## src/common/asq_defs.vh

```
// Constants shared by the acquisition scan sequencer files
`ifndef ASQ_DEFS_VH
`define ASQ_DEFS_VH

`define ASQ_CLK_MHZ        20
`define ASQ_US_CYCLES      20
`define ASQ_TICK_W         5
`define ASQ_MAX_RATE_SPS   100000
`define ASQ_MIN_PERIOD_US  10
`define ASQ_SPACE_MIN_US   5'h0a
`define ASQ_SPACE_MAX_US   5'h14
// One less than the clock cycles in 10 us, the shortest output update gap
`define ASQ_OUT_GAP_CYC    8'hc7
`define ASQ_US_W           24
`define ASQ_DIN_W          12
`define ASQ_CH_W           4
`define ASQ_BURST_DEPTH    16'h7d00
`define ASQ_SHARED_DEPTH   16'h1f40
`define ASQ_LINE50_US      24'h004e20
`define ASQ_LINE60_US      24'h00411b
`define ASQ_RES_13         3'h0
`define ASQ_RES_AVG8       3'h1
`define ASQ_RES_AVG32      3'h2
`define ASQ_RES_AVG256     3'h3
`define ASQ_RES_LOWNOISE   3'h4
`define ASQ_TRG_SOFT       2'h0
`define ASQ_TRG_PIN        2'h1
`define ASQ_TRG_ANALOG     2'h2

`endif

```

## src/logic/asq_sequencer.v

```verilog
// Acquisition scan sequencer: scan timing, triggering, pretrigger and burst counting
// Operation
// - Aggregate burst rate capped at 100k samples/s, shared by enabled channels.
// - All twelve digital inputs captured together, at the analog sample rate.
// - Output updates from internal buffer up to 100k per second.
// - Synchronised units all start on one shared start, first channel together.
// - Analog input buffer 32000 in burst, 8000 when continuous or shared.
// - Digital in, analog out, digital out buffers each hold 8000 samples.
// - Burst starts by software command, trigger pin level or analog condition.
// - Pretrigger keeps capturing and retains requested points before the trigger.
// - Without averaging, scan channels back to back, repeat at sample period.
// - Channel spacing 10 us at full rate, 1 us steps, at most 20 us.
// - Slower rates add idle time after the last channel of a scan.
// - Averaging modes combine 8, 32 or 256 conversions, rate reduced alike.
// - Low-noise reads 256 conversions, scan period one line period of 50 or 60 Hz per channel.
`timescale 1ns/1ps
`include "asq_defs.vh"
module asq_sequencer #(
  parameter NCH     = 16,
  parameter DEPTH_W = 16
) (
  input  wire                     sys_clk,
  input  wire                     rst,
  input  wire                     enable,
  input  wire                     contMode,
  input  wire                     otherIoActive,
  input  wire [NCH-1:0]           chanEnable,
  input  wire [2:0]               resMode,
  input  wire                     line60Hz,
  input  wire [1:0]               trigSource,
  input  wire                     trigPinLevel,
  input  wire                     trigPin,
  input  wire [`ASQ_CH_W-1:0]     trigChan,
  input  wire                     trigAnalogAbove,
  input  wire [12:0]              trigThreshold,
  input  wire                     softStart,
  input  wire                     syncStartIn,
  input  wire                     syncMode,
  input  wire [`ASQ_US_W-1:0]     scanPeriodUs,
  input  wire [DEPTH_W-1:0]       burstLength,
  input  wire [DEPTH_W-1:0]       preTrigCount,
  input  wire [`ASQ_DIN_W-1:0]    digIn,
  input  wire [12:0]              adcData,
  input  wire                     adcReady,
  input  wire                     outSlotFree,
  output reg                      syncStartOut,
  output reg                      convStart,
  output reg  [`ASQ_CH_W-1:0]     convChan,
  output wire [31:0]              smpData,
  output wire                     smpValid,
  input  wire                     smpReady,
  output reg                      outUpdate,
  output reg                      armed,
  output reg                      triggered,
  output reg                      burstDone,
  output reg                      overflow,
  output reg  [DEPTH_W-1:0]       capacity
);
  // ===========================================================
  // State encoding and helpers
  localparam ST_IDLE = 2'h0;
  localparam ST_WAIT = 2'h1;
  localparam ST_SCAN = 2'h2;
  localparam ST_GAP  = 2'h3;

  function [`ASQ_US_W-1:0] popCount;
    input [NCH-1:0] v;
    integer i;
    begin
      popCount = {`ASQ_US_W{1'b0}};
      for (i = 0; i < NCH; i = i + 1) begin
        popCount = popCount + {{(`ASQ_US_W-1){1'b0}}, v[i]};
      end
    end
  endfunction

  function [`ASQ_CH_W-1:0] nextChan;
    input [NCH-1:0]       v;
    input [`ASQ_CH_W-1:0] from;
    integer k;
    reg found;
    begin
      found = 1'b0;
      nextChan = from;
      for (k = NCH - 1; k >= 0; k = k - 1) begin
        if (v[k] && (k > from)) begin
          nextChan = k[`ASQ_CH_W-1:0];
          found = 1'b1;
        end
      end
      if (!found) begin
        nextChan = from;
      end
    end
  endfunction

  // ===========================================================
  // One-microsecond time base
  reg  [`ASQ_TICK_W-1:0] tickCnt_q;
  wire                   usTick = (tickCnt_q == `ASQ_US_CYCLES - 1);
  wire                   tickSync;

  // Restarting the tick at a scan start keeps channel spacing whole microseconds
  always @(posedge sys_clk) begin
    if (rst || !enable || tickSync) begin
      tickCnt_q <= {`ASQ_TICK_W{1'b0}};
    end else begin
      tickCnt_q <= usTick ? {`ASQ_TICK_W{1'b0}} : tickCnt_q + 1'b1;
    end
  end

  // ===========================================================
  // Timing derived from host configuration
  wire [`ASQ_US_W-1:0] nCh     = popCount(chanEnable);
  wire [`ASQ_US_W-1:0] avgMul  = (resMode == `ASQ_RES_AVG8)   ? 24'd8 :
                                 (resMode == `ASQ_RES_AVG32)  ? 24'd32 :
                                 (resMode == `ASQ_RES_AVG256) ? 24'd256 : 24'd1;
  // Each enabled channel costs at least 10 us per conversion, so 100k/s is shared
  wire [`ASQ_US_W-1:0] minPer  = nCh * `ASQ_MIN_PERIOD_US * avgMul;
  wire [`ASQ_US_W-1:0] linePer = line60Hz ? `ASQ_LINE60_US : `ASQ_LINE50_US;
  wire [`ASQ_US_W-1:0] perReq  = (resMode == `ASQ_RES_LOWNOISE) ? linePer * nCh :
                                 ((scanPeriodUs < minPer) ? minPer : scanPeriodUs);
  // Spacing per conversion: period / (channels x average count), clamped to 10..20 us
  wire [`ASQ_US_W-1:0] perConv = (nCh == 0) ? perReq : perReq / (nCh * avgMul);
  wire [`ASQ_TICK_W-1:0] spacing =
    (resMode == `ASQ_RES_LOWNOISE)  ? `ASQ_SPACE_MAX_US :
    (perConv >= 24'd20)             ? `ASQ_SPACE_MAX_US :
    (perConv <= 24'd10)             ? `ASQ_SPACE_MIN_US : perConv[`ASQ_TICK_W-1:0];
  // Line-cycle averaging is modelled as a fixed count of 256 conversions per reading
  wire [8:0] convsPerRead = (resMode == `ASQ_RES_LOWNOISE) ? 9'd256 : avgMul[8:0];

  // ===========================================================
  // Trigger detection
  reg        trigPinLast_q;
  wire       pinEvent  = (trigPin == trigPinLevel) && (trigPinLast_q != trigPinLevel);
  wire       anaEvent  = adcReady && (convChan == trigChan) &&
                         (trigAnalogAbove ? (adcData > trigThreshold) : (adcData < trigThreshold));
  wire       trigEvent = (trigSource == `ASQ_TRG_SOFT)   ? softStart :
                         (trigSource == `ASQ_TRG_PIN)    ? pinEvent :
                         (trigSource == `ASQ_TRG_ANALOG) ? anaEvent : 1'b0;

  // ===========================================================
  // Scan state machine
  reg [1:0]            state_q;
  reg [`ASQ_US_W-1:0]  perCnt_q;
  reg [`ASQ_TICK_W-1:0] spcCnt_q;
  reg [8:0]            avgCnt_q;
  reg [20:0]           acc_q;
  reg [DEPTH_W-1:0]    stored_q;
  reg [DEPTH_W-1:0]    postLeft_q;
  reg [`ASQ_DIN_W-1:0] digSnap_q;
  reg [31:0]           word_q;
  reg                  wordValid_q;
  wire                 fifoReady;
  wire [`ASQ_CH_W-1:0] firstChan = nextChan(chanEnable, {`ASQ_CH_W{1'b0}});
  wire [`ASQ_CH_W-1:0] firstIdx  = chanEnable[0] ? {`ASQ_CH_W{1'b0}} : firstChan;
  wire [`ASQ_CH_W-1:0] nxt       = nextChan(chanEnable, convChan);
  wire                 lastChan  = (nxt == convChan);
  wire                 startNow  = syncMode ? syncStartIn : 1'b1;
  assign tickSync = (state_q == ST_WAIT) && startNow;
  wire [20:0]          accNext   = acc_q + {8'h00, adcData};
  wire [12:0]          avgOut    = (convsPerRead == 9'd8)  ? accNext[15:3] :
                                   (convsPerRead == 9'd32) ? accNext[17:5] :
                                   (convsPerRead == 9'd256) ? accNext[20:8] : adcData;

  always @(posedge sys_clk) begin
    if (rst || !enable) begin
      state_q       <= ST_IDLE;
      perCnt_q      <= {`ASQ_US_W{1'b0}};
      spcCnt_q      <= {`ASQ_TICK_W{1'b0}};
      avgCnt_q      <= 9'h000;
      acc_q         <= 21'h000000;
      stored_q      <= {DEPTH_W{1'b0}};
      postLeft_q    <= {DEPTH_W{1'b0}};
      digSnap_q     <= {`ASQ_DIN_W{1'b0}};
      word_q        <= 32'h00000000;
      wordValid_q   <= 1'b0;
      convStart     <= 1'b0;
      convChan      <= {`ASQ_CH_W{1'b0}};
      syncStartOut  <= 1'b0;
      armed         <= 1'b0;
      triggered     <= 1'b0;
      burstDone     <= 1'b0;
      overflow      <= 1'b0;
      trigPinLast_q <= 1'b0;
    end else begin
      trigPinLast_q <= trigPin;
      convStart     <= 1'b0;
      syncStartOut  <= 1'b0;
      if (wordValid_q && fifoReady) begin
        wordValid_q <= 1'b0;
      end
      if (trigEvent && armed && !triggered) begin
        triggered  <= 1'b1;
        postLeft_q <= (burstLength > preTrigCount) ? burstLength - preTrigCount :
                      {{(DEPTH_W-1){1'b0}}, 1'b1};
      end
      case (state_q)
        ST_IDLE: begin
          if (!burstDone && chanEnable != {NCH{1'b0}}) begin
            armed        <= 1'b1;
            syncStartOut <= 1'b1;
            state_q      <= ST_WAIT;
          end
        end
        ST_WAIT: begin
          if (startNow) begin
            convChan <= firstIdx;
            perCnt_q <= perReq;
            spcCnt_q <= spacing;
            digSnap_q <= digIn;
            convStart <= 1'b1;
            state_q   <= ST_SCAN;
          end
        end
        ST_SCAN: begin
          if (usTick) begin
            perCnt_q <= (perCnt_q != 0) ? perCnt_q - 1'b1 : perCnt_q;
            spcCnt_q <= (spcCnt_q != 0) ? spcCnt_q - 1'b1 : spcCnt_q;
          end
          if (adcReady) begin
            if (avgCnt_q + 1'b1 < convsPerRead) begin
              avgCnt_q <= avgCnt_q + 1'b1;
              acc_q    <= accNext;
            end else begin
              avgCnt_q <= 9'h000;
              acc_q    <= 21'h000000;
              // Pretrigger: keep writing samples before trigger; the host ring keeps
              // the last preTrigCount of them
              if (!wordValid_q || fifoReady) begin
                word_q      <= {3'h0, convChan, digSnap_q, avgOut};
                wordValid_q <= 1'b1;
                stored_q    <= stored_q + 1'b1;
                if (triggered) begin
                  postLeft_q <= postLeft_q - 1'b1;
                end
              end else begin
                overflow <= 1'b1;
              end
            end
          end
          if (stored_q >= capacity || (triggered && postLeft_q == 0)) begin
            burstDone <= 1'b1;
            armed     <= 1'b0;
            state_q   <= ST_IDLE;
          end else if (usTick && spcCnt_q == 1) begin
            if (avgCnt_q != 0 || !lastChan) begin
              convChan  <= (avgCnt_q != 0) ? convChan : nxt;
              spcCnt_q  <= spacing;
              convStart <= 1'b1;
            end else if (perCnt_q <= 1 && startNow) begin
              convChan  <= firstIdx;
              perCnt_q  <= perReq;
              spcCnt_q  <= spacing;
              digSnap_q <= digIn;
              convStart <= 1'b1;
            end else begin
              state_q <= (perCnt_q <= 1) ? ST_WAIT : ST_GAP;
            end
          end
        end
        ST_GAP: begin
          if (usTick && perCnt_q != 0) begin
            perCnt_q <= perCnt_q - 1'b1;
          end
          if (perCnt_q <= 1 && usTick) begin
            if (startNow) begin
              convChan  <= firstIdx;
              perCnt_q  <= perReq;
              spcCnt_q  <= spacing;
              digSnap_q <= digIn;
              convStart <= 1'b1;
              state_q   <= ST_SCAN;
            end else begin
              state_q <= ST_WAIT;
            end
          end
        end
        default: begin
          state_q <= ST_IDLE;
        end
      endcase
    end
  end

  // ===========================================================
  // Output update pacing: one update per 10 us at most; counted in cycles so a
  // tick restart at scan start cannot shorten the gap
  reg [7:0] outCnt_q;
  always @(posedge sys_clk) begin
    if (rst || !enable) begin
      outCnt_q  <= 8'h00;
      outUpdate <= 1'b0;
    end else begin
      outUpdate <= 1'b0;
      if (outCnt_q != 8'h00) begin
        outCnt_q <= outCnt_q - 8'h01;
      end
      if (outCnt_q == 8'h00 && outSlotFree) begin
        outUpdate <= 1'b1;
        outCnt_q  <= `ASQ_OUT_GAP_CYC;
      end
    end
  end

  // Capacity follows the activity mode even while the sequencer is disabled
  always @(posedge sys_clk) begin
    if (rst) begin
      capacity <= `ASQ_BURST_DEPTH;
    end else begin
      capacity <= (contMode || otherIoActive) ? `ASQ_SHARED_DEPTH : `ASQ_BURST_DEPTH;
    end
  end

  // ===========================================================
  // Sample FIFO toward the host port; a stall here costs samples, not timing
  asq_fifo #(
    .WIDTH (32),
    .DEPTH (4),
    .AW    (2)
  ) u_fifo (
    .sys_clk  (sys_clk),
    .rst      (rst),
    .inData   (word_q),
    .inValid  (wordValid_q),
    .inReady  (fifoReady),
    .outData  (smpData),
    .outValid (smpValid),
    .outReady (smpReady)
  );
  // Storage depths for digital and output buffers live in the host RAM controller
  // and are fixed at ASQ_SHARED_DEPTH
endmodule

```

## src/logic/asq_fifo.v

```verilog
// Small synchronous FIFO with valid/ready on both sides
`timescale 1ns/1ps
module asq_fifo #(
  parameter WIDTH = 32,
  parameter DEPTH = 4,
  parameter AW    = 2
) (
  input  wire             sys_clk,
  input  wire             rst,
  input  wire [WIDTH-1:0] inData,
  input  wire             inValid,
  output wire             inReady,
  output wire [WIDTH-1:0] outData,
  output wire             outValid,
  input  wire             outReady
);
  reg [WIDTH-1:0] mem [0:DEPTH-1];
  reg [AW-1:0]    wrPtr_q;
  reg [AW-1:0]    rdPtr_q;
  reg [AW:0]      count_q;
  wire            doWr;
  wire            doRd;

  assign inReady  = (count_q != DEPTH[AW:0]);
  assign outValid = (count_q != {(AW+1){1'b0}});
  assign outData  = mem[rdPtr_q];
  assign doWr     = inValid && inReady;
  assign doRd     = outValid && outReady;

  always @(posedge sys_clk) begin
    if (doWr) begin
      mem[wrPtr_q] <= inData;
    end
    if (rst) begin
      wrPtr_q <= {AW{1'b0}};
      rdPtr_q <= {AW{1'b0}};
      count_q <= {(AW+1){1'b0}};
    end else begin
      if (doWr) begin
        wrPtr_q <= (wrPtr_q == DEPTH[AW-1:0] - 1'b1) ? {AW{1'b0}} : wrPtr_q + 1'b1;
      end
      if (doRd) begin
        rdPtr_q <= (rdPtr_q == DEPTH[AW-1:0] - 1'b1) ? {AW{1'b0}} : rdPtr_q + 1'b1;
      end
      if (doWr && !doRd) begin
        count_q <= count_q + 1'b1;
      end else if (doRd && !doWr) begin
        count_q <= count_q - 1'b1;
      end
    end
  end
endmodule

```

## config.mk

```make
export PLATFORM = sky130hd
export DESIGN_NAME = asq_sequencer
export DESIGN_NICKNAME = d
export VERILOG_FILES = /design/src/logic/asq_sequencer.v /design/src/logic/asq_fifo.v
export VERILOG_INCLUDE_DIRS = /design/src /design/src/common
export SDC_FILE = /design/constraint.sdc
export NUM_CORES = 2
export LEC_CHECK = 0
export BUFFER_PORTS_ARGS = -buffer_cell sky130_fd_sc_hd__buf_2
export CORE_MARGIN = 4
export CORE_UTILIZATION = 55
export DETAILED_ROUTE_END_ITERATION = 8
export GPL_TIMING_DRIVEN = 0
export PLACE_DENSITY = 0.76
export SLEW_MARGIN = 20
export SYNTH_ARGS = -nofsm -noshare
export SYNTH_HDL_FRONTEND = slang
export SYNTH_SLANG_ARGS = --single-unit
```

## constraint.sdc

```tcl
create_clock -name sys_clk -period 70.6 [get_ports sys_clk]
set_input_delay 10.59 -clock sys_clk [delete_from_list [all_inputs] [get_ports sys_clk]]
set_output_delay 10.59 -clock sys_clk [all_outputs]
set_load 0.05 [all_outputs]
```

==> impl_results.html <==
<table>
<tr><th>Metric</th><th>Value</th></tr>
<tr><th colspan="2">Clock tree</th></tr>
<tr><td>H-tree levels</td><td>1</td></tr>
<tr><td>Buffer levels on the longest clock path</td><td>3</td></tr>
<tr><td>Clock transition at path regs</td><td>0.06 ns</td></tr>
<tr><td>CTS Sinks</td><td>between 200 and 300</td></tr>
<tr><td>TritonCTS clock tree</td><td>done</td></tr>
<tr><td>Insertion delay to the later sink of the worst-skew pair</td><td>between 0.5 and 0.6 ns</td></tr>
<tr><td>Number of clock buffers inserted by TritonCTS</td><td>26</td></tr>
<tr><td>Post-CTS Hold Fix Bufs</td><td>0</td></tr>
<tr><td>Cell at the root of the clock tree</td><td>clkbuf_16</td></tr>
<tr><th colspan="2">Timing</th></tr>
<tr><td>Final worst-path cycle share</td><td>98.0%</td></tr>
<tr><td>Fmax achieved</td><td>14.5 MHz</td></tr>
<tr><td>Max Slew Vio Count</td><td>0</td></tr>
<tr><td>Minimum clock period after layout</td><td>69.16 ns</td></tr>
<tr><td>Number of endpoints failing setup at the final stage</td><td>0</td></tr>
<tr><td>Total count of hold-check failures in the final report</td><td>0</td></tr>
<tr><td>Worst slew pin tran</td><td>1.40 ns</td></tr>
<tr><td>Worst slew margin</td><td>under 10%</td></tr>
<tr><td>Final hold slack</td><td>0.449 ns</td></tr>
<tr><td>Post-Route Skew</td><td>roughly 0.019 ns</td></tr>
<tr><td>Final critical-path setup slack</td><td>1.44 ns</td></tr>
<tr><th colspan="2">GRT</th></tr>
<tr><td>Global-route wire length before repair</td><td>~170000 microns</td></tr>
<tr><td>Global route overflow</td><td>0</td></tr>
<tr><td>Maximum number of pins on one net before global-route repair</td><td>26</td></tr>
<tr><td>GR Util All Layers</td><td>roughly 30%</td></tr>
<tr><td>Initial antenna violation count</td><td>3</td></tr>
<tr><td>Vias in the first global route</td><td>around 32000</td></tr>
<tr><th colspan="2">Outcome</th></tr>
<tr><td>Status</td><td>finished clean</td></tr>
<tr><th colspan="2">Setup path</th></tr>
<tr><td>Crit path largest cell delay</td><td>around 0.58 ns</td></tr>
<tr><td>Cell type of the slowest stage on the worst timing path</td><td>fa_1</td></tr>
<tr><td>Worst-path fanout max</td><td>10</td></tr>
<tr><td>Element type at the critical path end</td><td>register</td></tr>
<tr><td>Data required time at the worst endpoint</td><td>71.00 ns</td></tr>
<tr><td>Type of element launching the critical path</td><td>input port</td></tr>
<tr><td>Kind of critical path</td><td>input port to register</td></tr>
<tr><td>Most numerous cell on the critical path</td><td>o21a_1</td></tr>
<tr><td>Worst EP arrival</td><td>69.55 ns</td></tr>
<tr><th colspan="2">Floorplanning</th></tr>
<tr><td>Cell Rows</td><td>91</td></tr>
<tr><td>Core region area</td><td>approximately 62000 sq um</td></tr>
<tr><td>Area of the die</td><td>approximately 66000 sq um</td></tr>
<tr><td>Die X-Extent</td><td>~260 microns</td></tr>
<tr><td>Die Ht</td><td>about 260 microns</td></tr>
<tr><td>Starting utilization of the core area</td><td>55.5%</td></tr>
<tr><td>Io pins</td><td>194</td></tr>
<tr><th colspan="2">Place</th></tr>
<tr><td>Count of port buffers added during placement</td><td>roughly 180</td></tr>
<tr><td>Pre-CTS worst setup slack</td><td>-13.32 ns</td></tr>
<tr><td>Placed wire-length estimate after detailed placement</td><td>around 80000 microns</td></tr>
<tr><td>Placed Cells incl. Taps</td><td>5287</td></tr>
<tr><td>Last weighted congestion value of the routability-driven placer</td><td>slightly below 1</td></tr>
<tr><th colspan="2">Logic synthesis</th></tr>
<tr><td>Mean Syn Cell Area</td><td>a little over 8 sq um</td></tr>
<tr><td>Combined area of all synthesized cells</td><td>around 34000 sq um</td></tr>
<tr><td>Predominant post-synthesis flop cell</td><td>dfxtp_1</td></tr>
<tr><td>Count of unique library cells instantiated by Yosys</td><td>around 120</td></tr>
<tr><td>Total of flip-flops plus latches after synthesis</td><td>between 200 and 300</td></tr>
<tr><td>Yosys warning count</td><td>0</td></tr>
<tr><td>Number of synthesized flops with an enable pin</td><td>roughly 120</td></tr>
<tr><td>Ys async rst share</td><td>0%</td></tr>
<tr><td>Sequential area share after synthesis</td><td>between 20% and 30%</td></tr>
<tr><td>Gate Count Post-Synth</td><td>4249</td></tr>
<tr><th colspan="2">Drt</th></tr>
<tr><td>Initial DRC count</td><td>approximately 3500</td></tr>
<tr><td>Average vias per placed instance</td><td>around 6.4</td></tr>
<tr><td>Total wire length</td><td>about 110000 microns</td></tr>
<tr><td>Antenna Violating Nets Remaining</td><td>0</td></tr>
<tr><td>Total number of vias</td><td>roughly 36000</td></tr>
<tr><td>DRC viols</td><td>0</td></tr>
<tr><td>Average routed wire per standard cell</td><td>20.1 microns</td></tr>
<tr><td>First-pass detailed-route iteration total</td><td>6</td></tr>
<tr><th colspan="2">Job</th></tr>
<tr><td>Total of max-cap violations</td><td>0</td></tr>
<tr><th colspan="2">Final layout</th></tr>
<tr><td>Final cell count without fillers</td><td>approximately 5600</td></tr>
<tr><td>Fraction of final layout cells sized beyond drive strength 1</td><td>around a fifth</td></tr>
<tr><td>Post-layout utilization of the core</td><td>about 68%</td></tr>
<tr><td>Area delta synth-&gt;final</td><td>21.8%</td></tr>
<tr><td>Final #Nets</td><td>between 5000 and 6000</td></tr>
<tr><th colspan="2">Min path</th></tr>
<tr><td>Worst Hold Class</td><td>register to register</td></tr>
</table>
==> state kept, by name, summed over array words and instances, names as in the netlist, 2 cells and up, named ones only <==
name and flops:
u_fifo.wrPtr_q 2, word_q 29, convChan 4, outCnt_q 8, acc_q 21, u_fifo.count_q 3, avgCnt_q 9, stored_q 16
state_q 2, tickCnt_q 5, capacity 2, digSnap_q 12, u_fifo.mem 116, postLeft_q 16, perCnt_q 24, spcCnt_q 5
u_fifo.rdPtr_q 2
==> cell usage in the layout, fill, tap and decap left out, types with 32 or more instances in the layout <==
master    Yosys  routed
o21a_1      107     102
nor3_1      174     163
nand2_1     339     321
buf_4        17     270
clkbuf_1    102      81
dfxtp_1     171     171
and3_1       40      37
a21o_1      121     119
nand3_1      94      85
ha_1        493     453
mux2_2       58      54
or2_2        33      32
o21ai_0     189     151
o31ai_1      48      37
a21oi_1     363     314
o211ai_1     45      45
edfxtp_1    116     116
buf_2        14     181
nand2b_1     39      38
a21oi_2       1      37
nor2b_1      50      49
ha_4          0      35
nor2_1      479     454
xnor2_1     125     123
inv_1       221     215
o21ai_1      19      37
nand4_1      39      39
a211oi_1     48      39
xor2_1       93      89
and2_1       45      37
mux2i_1      38      33
==> routing by layer <==
layer | vias up | wire length [microns] | GRT usage (%)
li1 | 16700 | - | -
met1 | 16800 | 43700 | 37.0
met2 | 1716 | 53700 | 53.0
met3 | 475 | 8630 | 3.17
met4 | 2 | 6480 | 13.2
met5 | - | 14 | 0
==> what timing repair did <==
action	4_1_cts	5_1_grt
resized for setup	234	286
setup buffers	70	182
endpoints found under the setup margin	3	2
pin swaps	61	207
cloned	0	7
==> cell usage after synthesis (29+ instances only) <==
| cell | number | area share, % |
|---|---|---|
| xor2_1 | 93 | 2.4 |
| o21ai_0 | 189 | 2.8 |
| nand4_1 | 39 | 0.71 |
| o211ai_1 | 45 | 0.99 |
| o21a_1 | 107 | 2.3 |
| clkbuf_1 | 102 | 1.1 |
| edfxtp_1 | 116 | 10 |
| nand3_1 | 94 | 1.4 |
| a21o_1 | 121 | 2.7 |
| ha_1 | 493 | 18 |
| mux2i_1 | 38 | 1.1 |
| or3_1 | 32 | 0.58 |
| mux4_2 | 29 | 1.9 |
| nand2_1 | 339 | 3.7 |
| nor2b_1 | 50 | 0.91 |
| nor3_1 | 174 | 2.5 |
| and3_1 | 40 | 0.73 |
| a21oi_1 | 363 | 5.3 |
| nor2_1 | 479 | 5.2 |
| xnor2_1 | 125 | 3.2 |
| o31ai_1 | 48 | 1.1 |
| nand2b_1 | 39 | 0.71 |
| inv_1 | 221 | 2.4 |
| mux2_2 | 58 | 1.9 |
| fa_1 | 33 | 1.9 |
| dfxtp_1 | 171 | 10 |
| a211oi_1 | 48 | 1.1 |
| or2_2 | 33 | 0.60 |
| a31oi_1 | 29 | 0.53 |
| and2_1 | 45 | 0.82 |
==> cell type report <==
type	count	area [sq um]
inverters	227	857
repair buffers	444	3120
plain buffers	143	903
diodes	2	5.00
clock inverters	19	178
multi-input cells	3606	28100
flip-flops and latches	287	6910
well taps	837	1050
fillers	4853	19900
clock buffers	29	693
==> stage by stage <==
| step | area (sq um) | setup TNS [ns] |
|---|---|---|
| 2_1_floorplan | 34300 | 0 |
| 3_3_place_gp | 36300 | -27.81 |
| 3_5_place_dp | 36600 | -29.31 |
| 4_1_cts | 39000 | 0 |
| 5_1_grt | 41800 | -1.08 |
| 6_report | 41800 | 0 |
==> worst paths after layout <==
kind                  startpoint           end  slack [ns]  depth (start not counted)
setup / recovery  chanEnable[13]   spcCnt_q[0]        1.44                        318
hold / removal      tickCnt_q[0]  tickCnt_q[0]        0.45                          1
setup reg to reg     convChan[1]  digSnap_q[9]       65.77                         18
hold reg to reg     tickCnt_q[0]  tickCnt_q[0]        0.45                          1
==> critical path, delay by kind of cell <==
family / cells / cell delay (ns)
AND/OR/NAND/NOR: 71 / 9.69
adder cells (fa/ha/maj): 33 / 9.76
AO/OA/AOI/OAI: 171 / 32.72
buffers and inverters: 40 / 6.03
XOR/XNOR: 1 / 0.15
multiplexers: 2 / 0.38
==> cells by family (layout without fill, tap and decap cells) <==
family	count (synthesis)	after routing	synth area share (%)
buffers and inverters	372	862	4.40
DFF	287	287	20.2
muxes	133	133	5.25
other	2	19	0.0219
and+or+nand+nor	1470	1471	20.5
xor gates and xnor gates	219	219	5.64
AOI/OAI and AO/OA	1239	1239	24.1
adders and majority gates	527	527	20.0
Power is not shown: default switching activity piles up to over one toggle a cycle in this logic, so the estimate is an artifact.
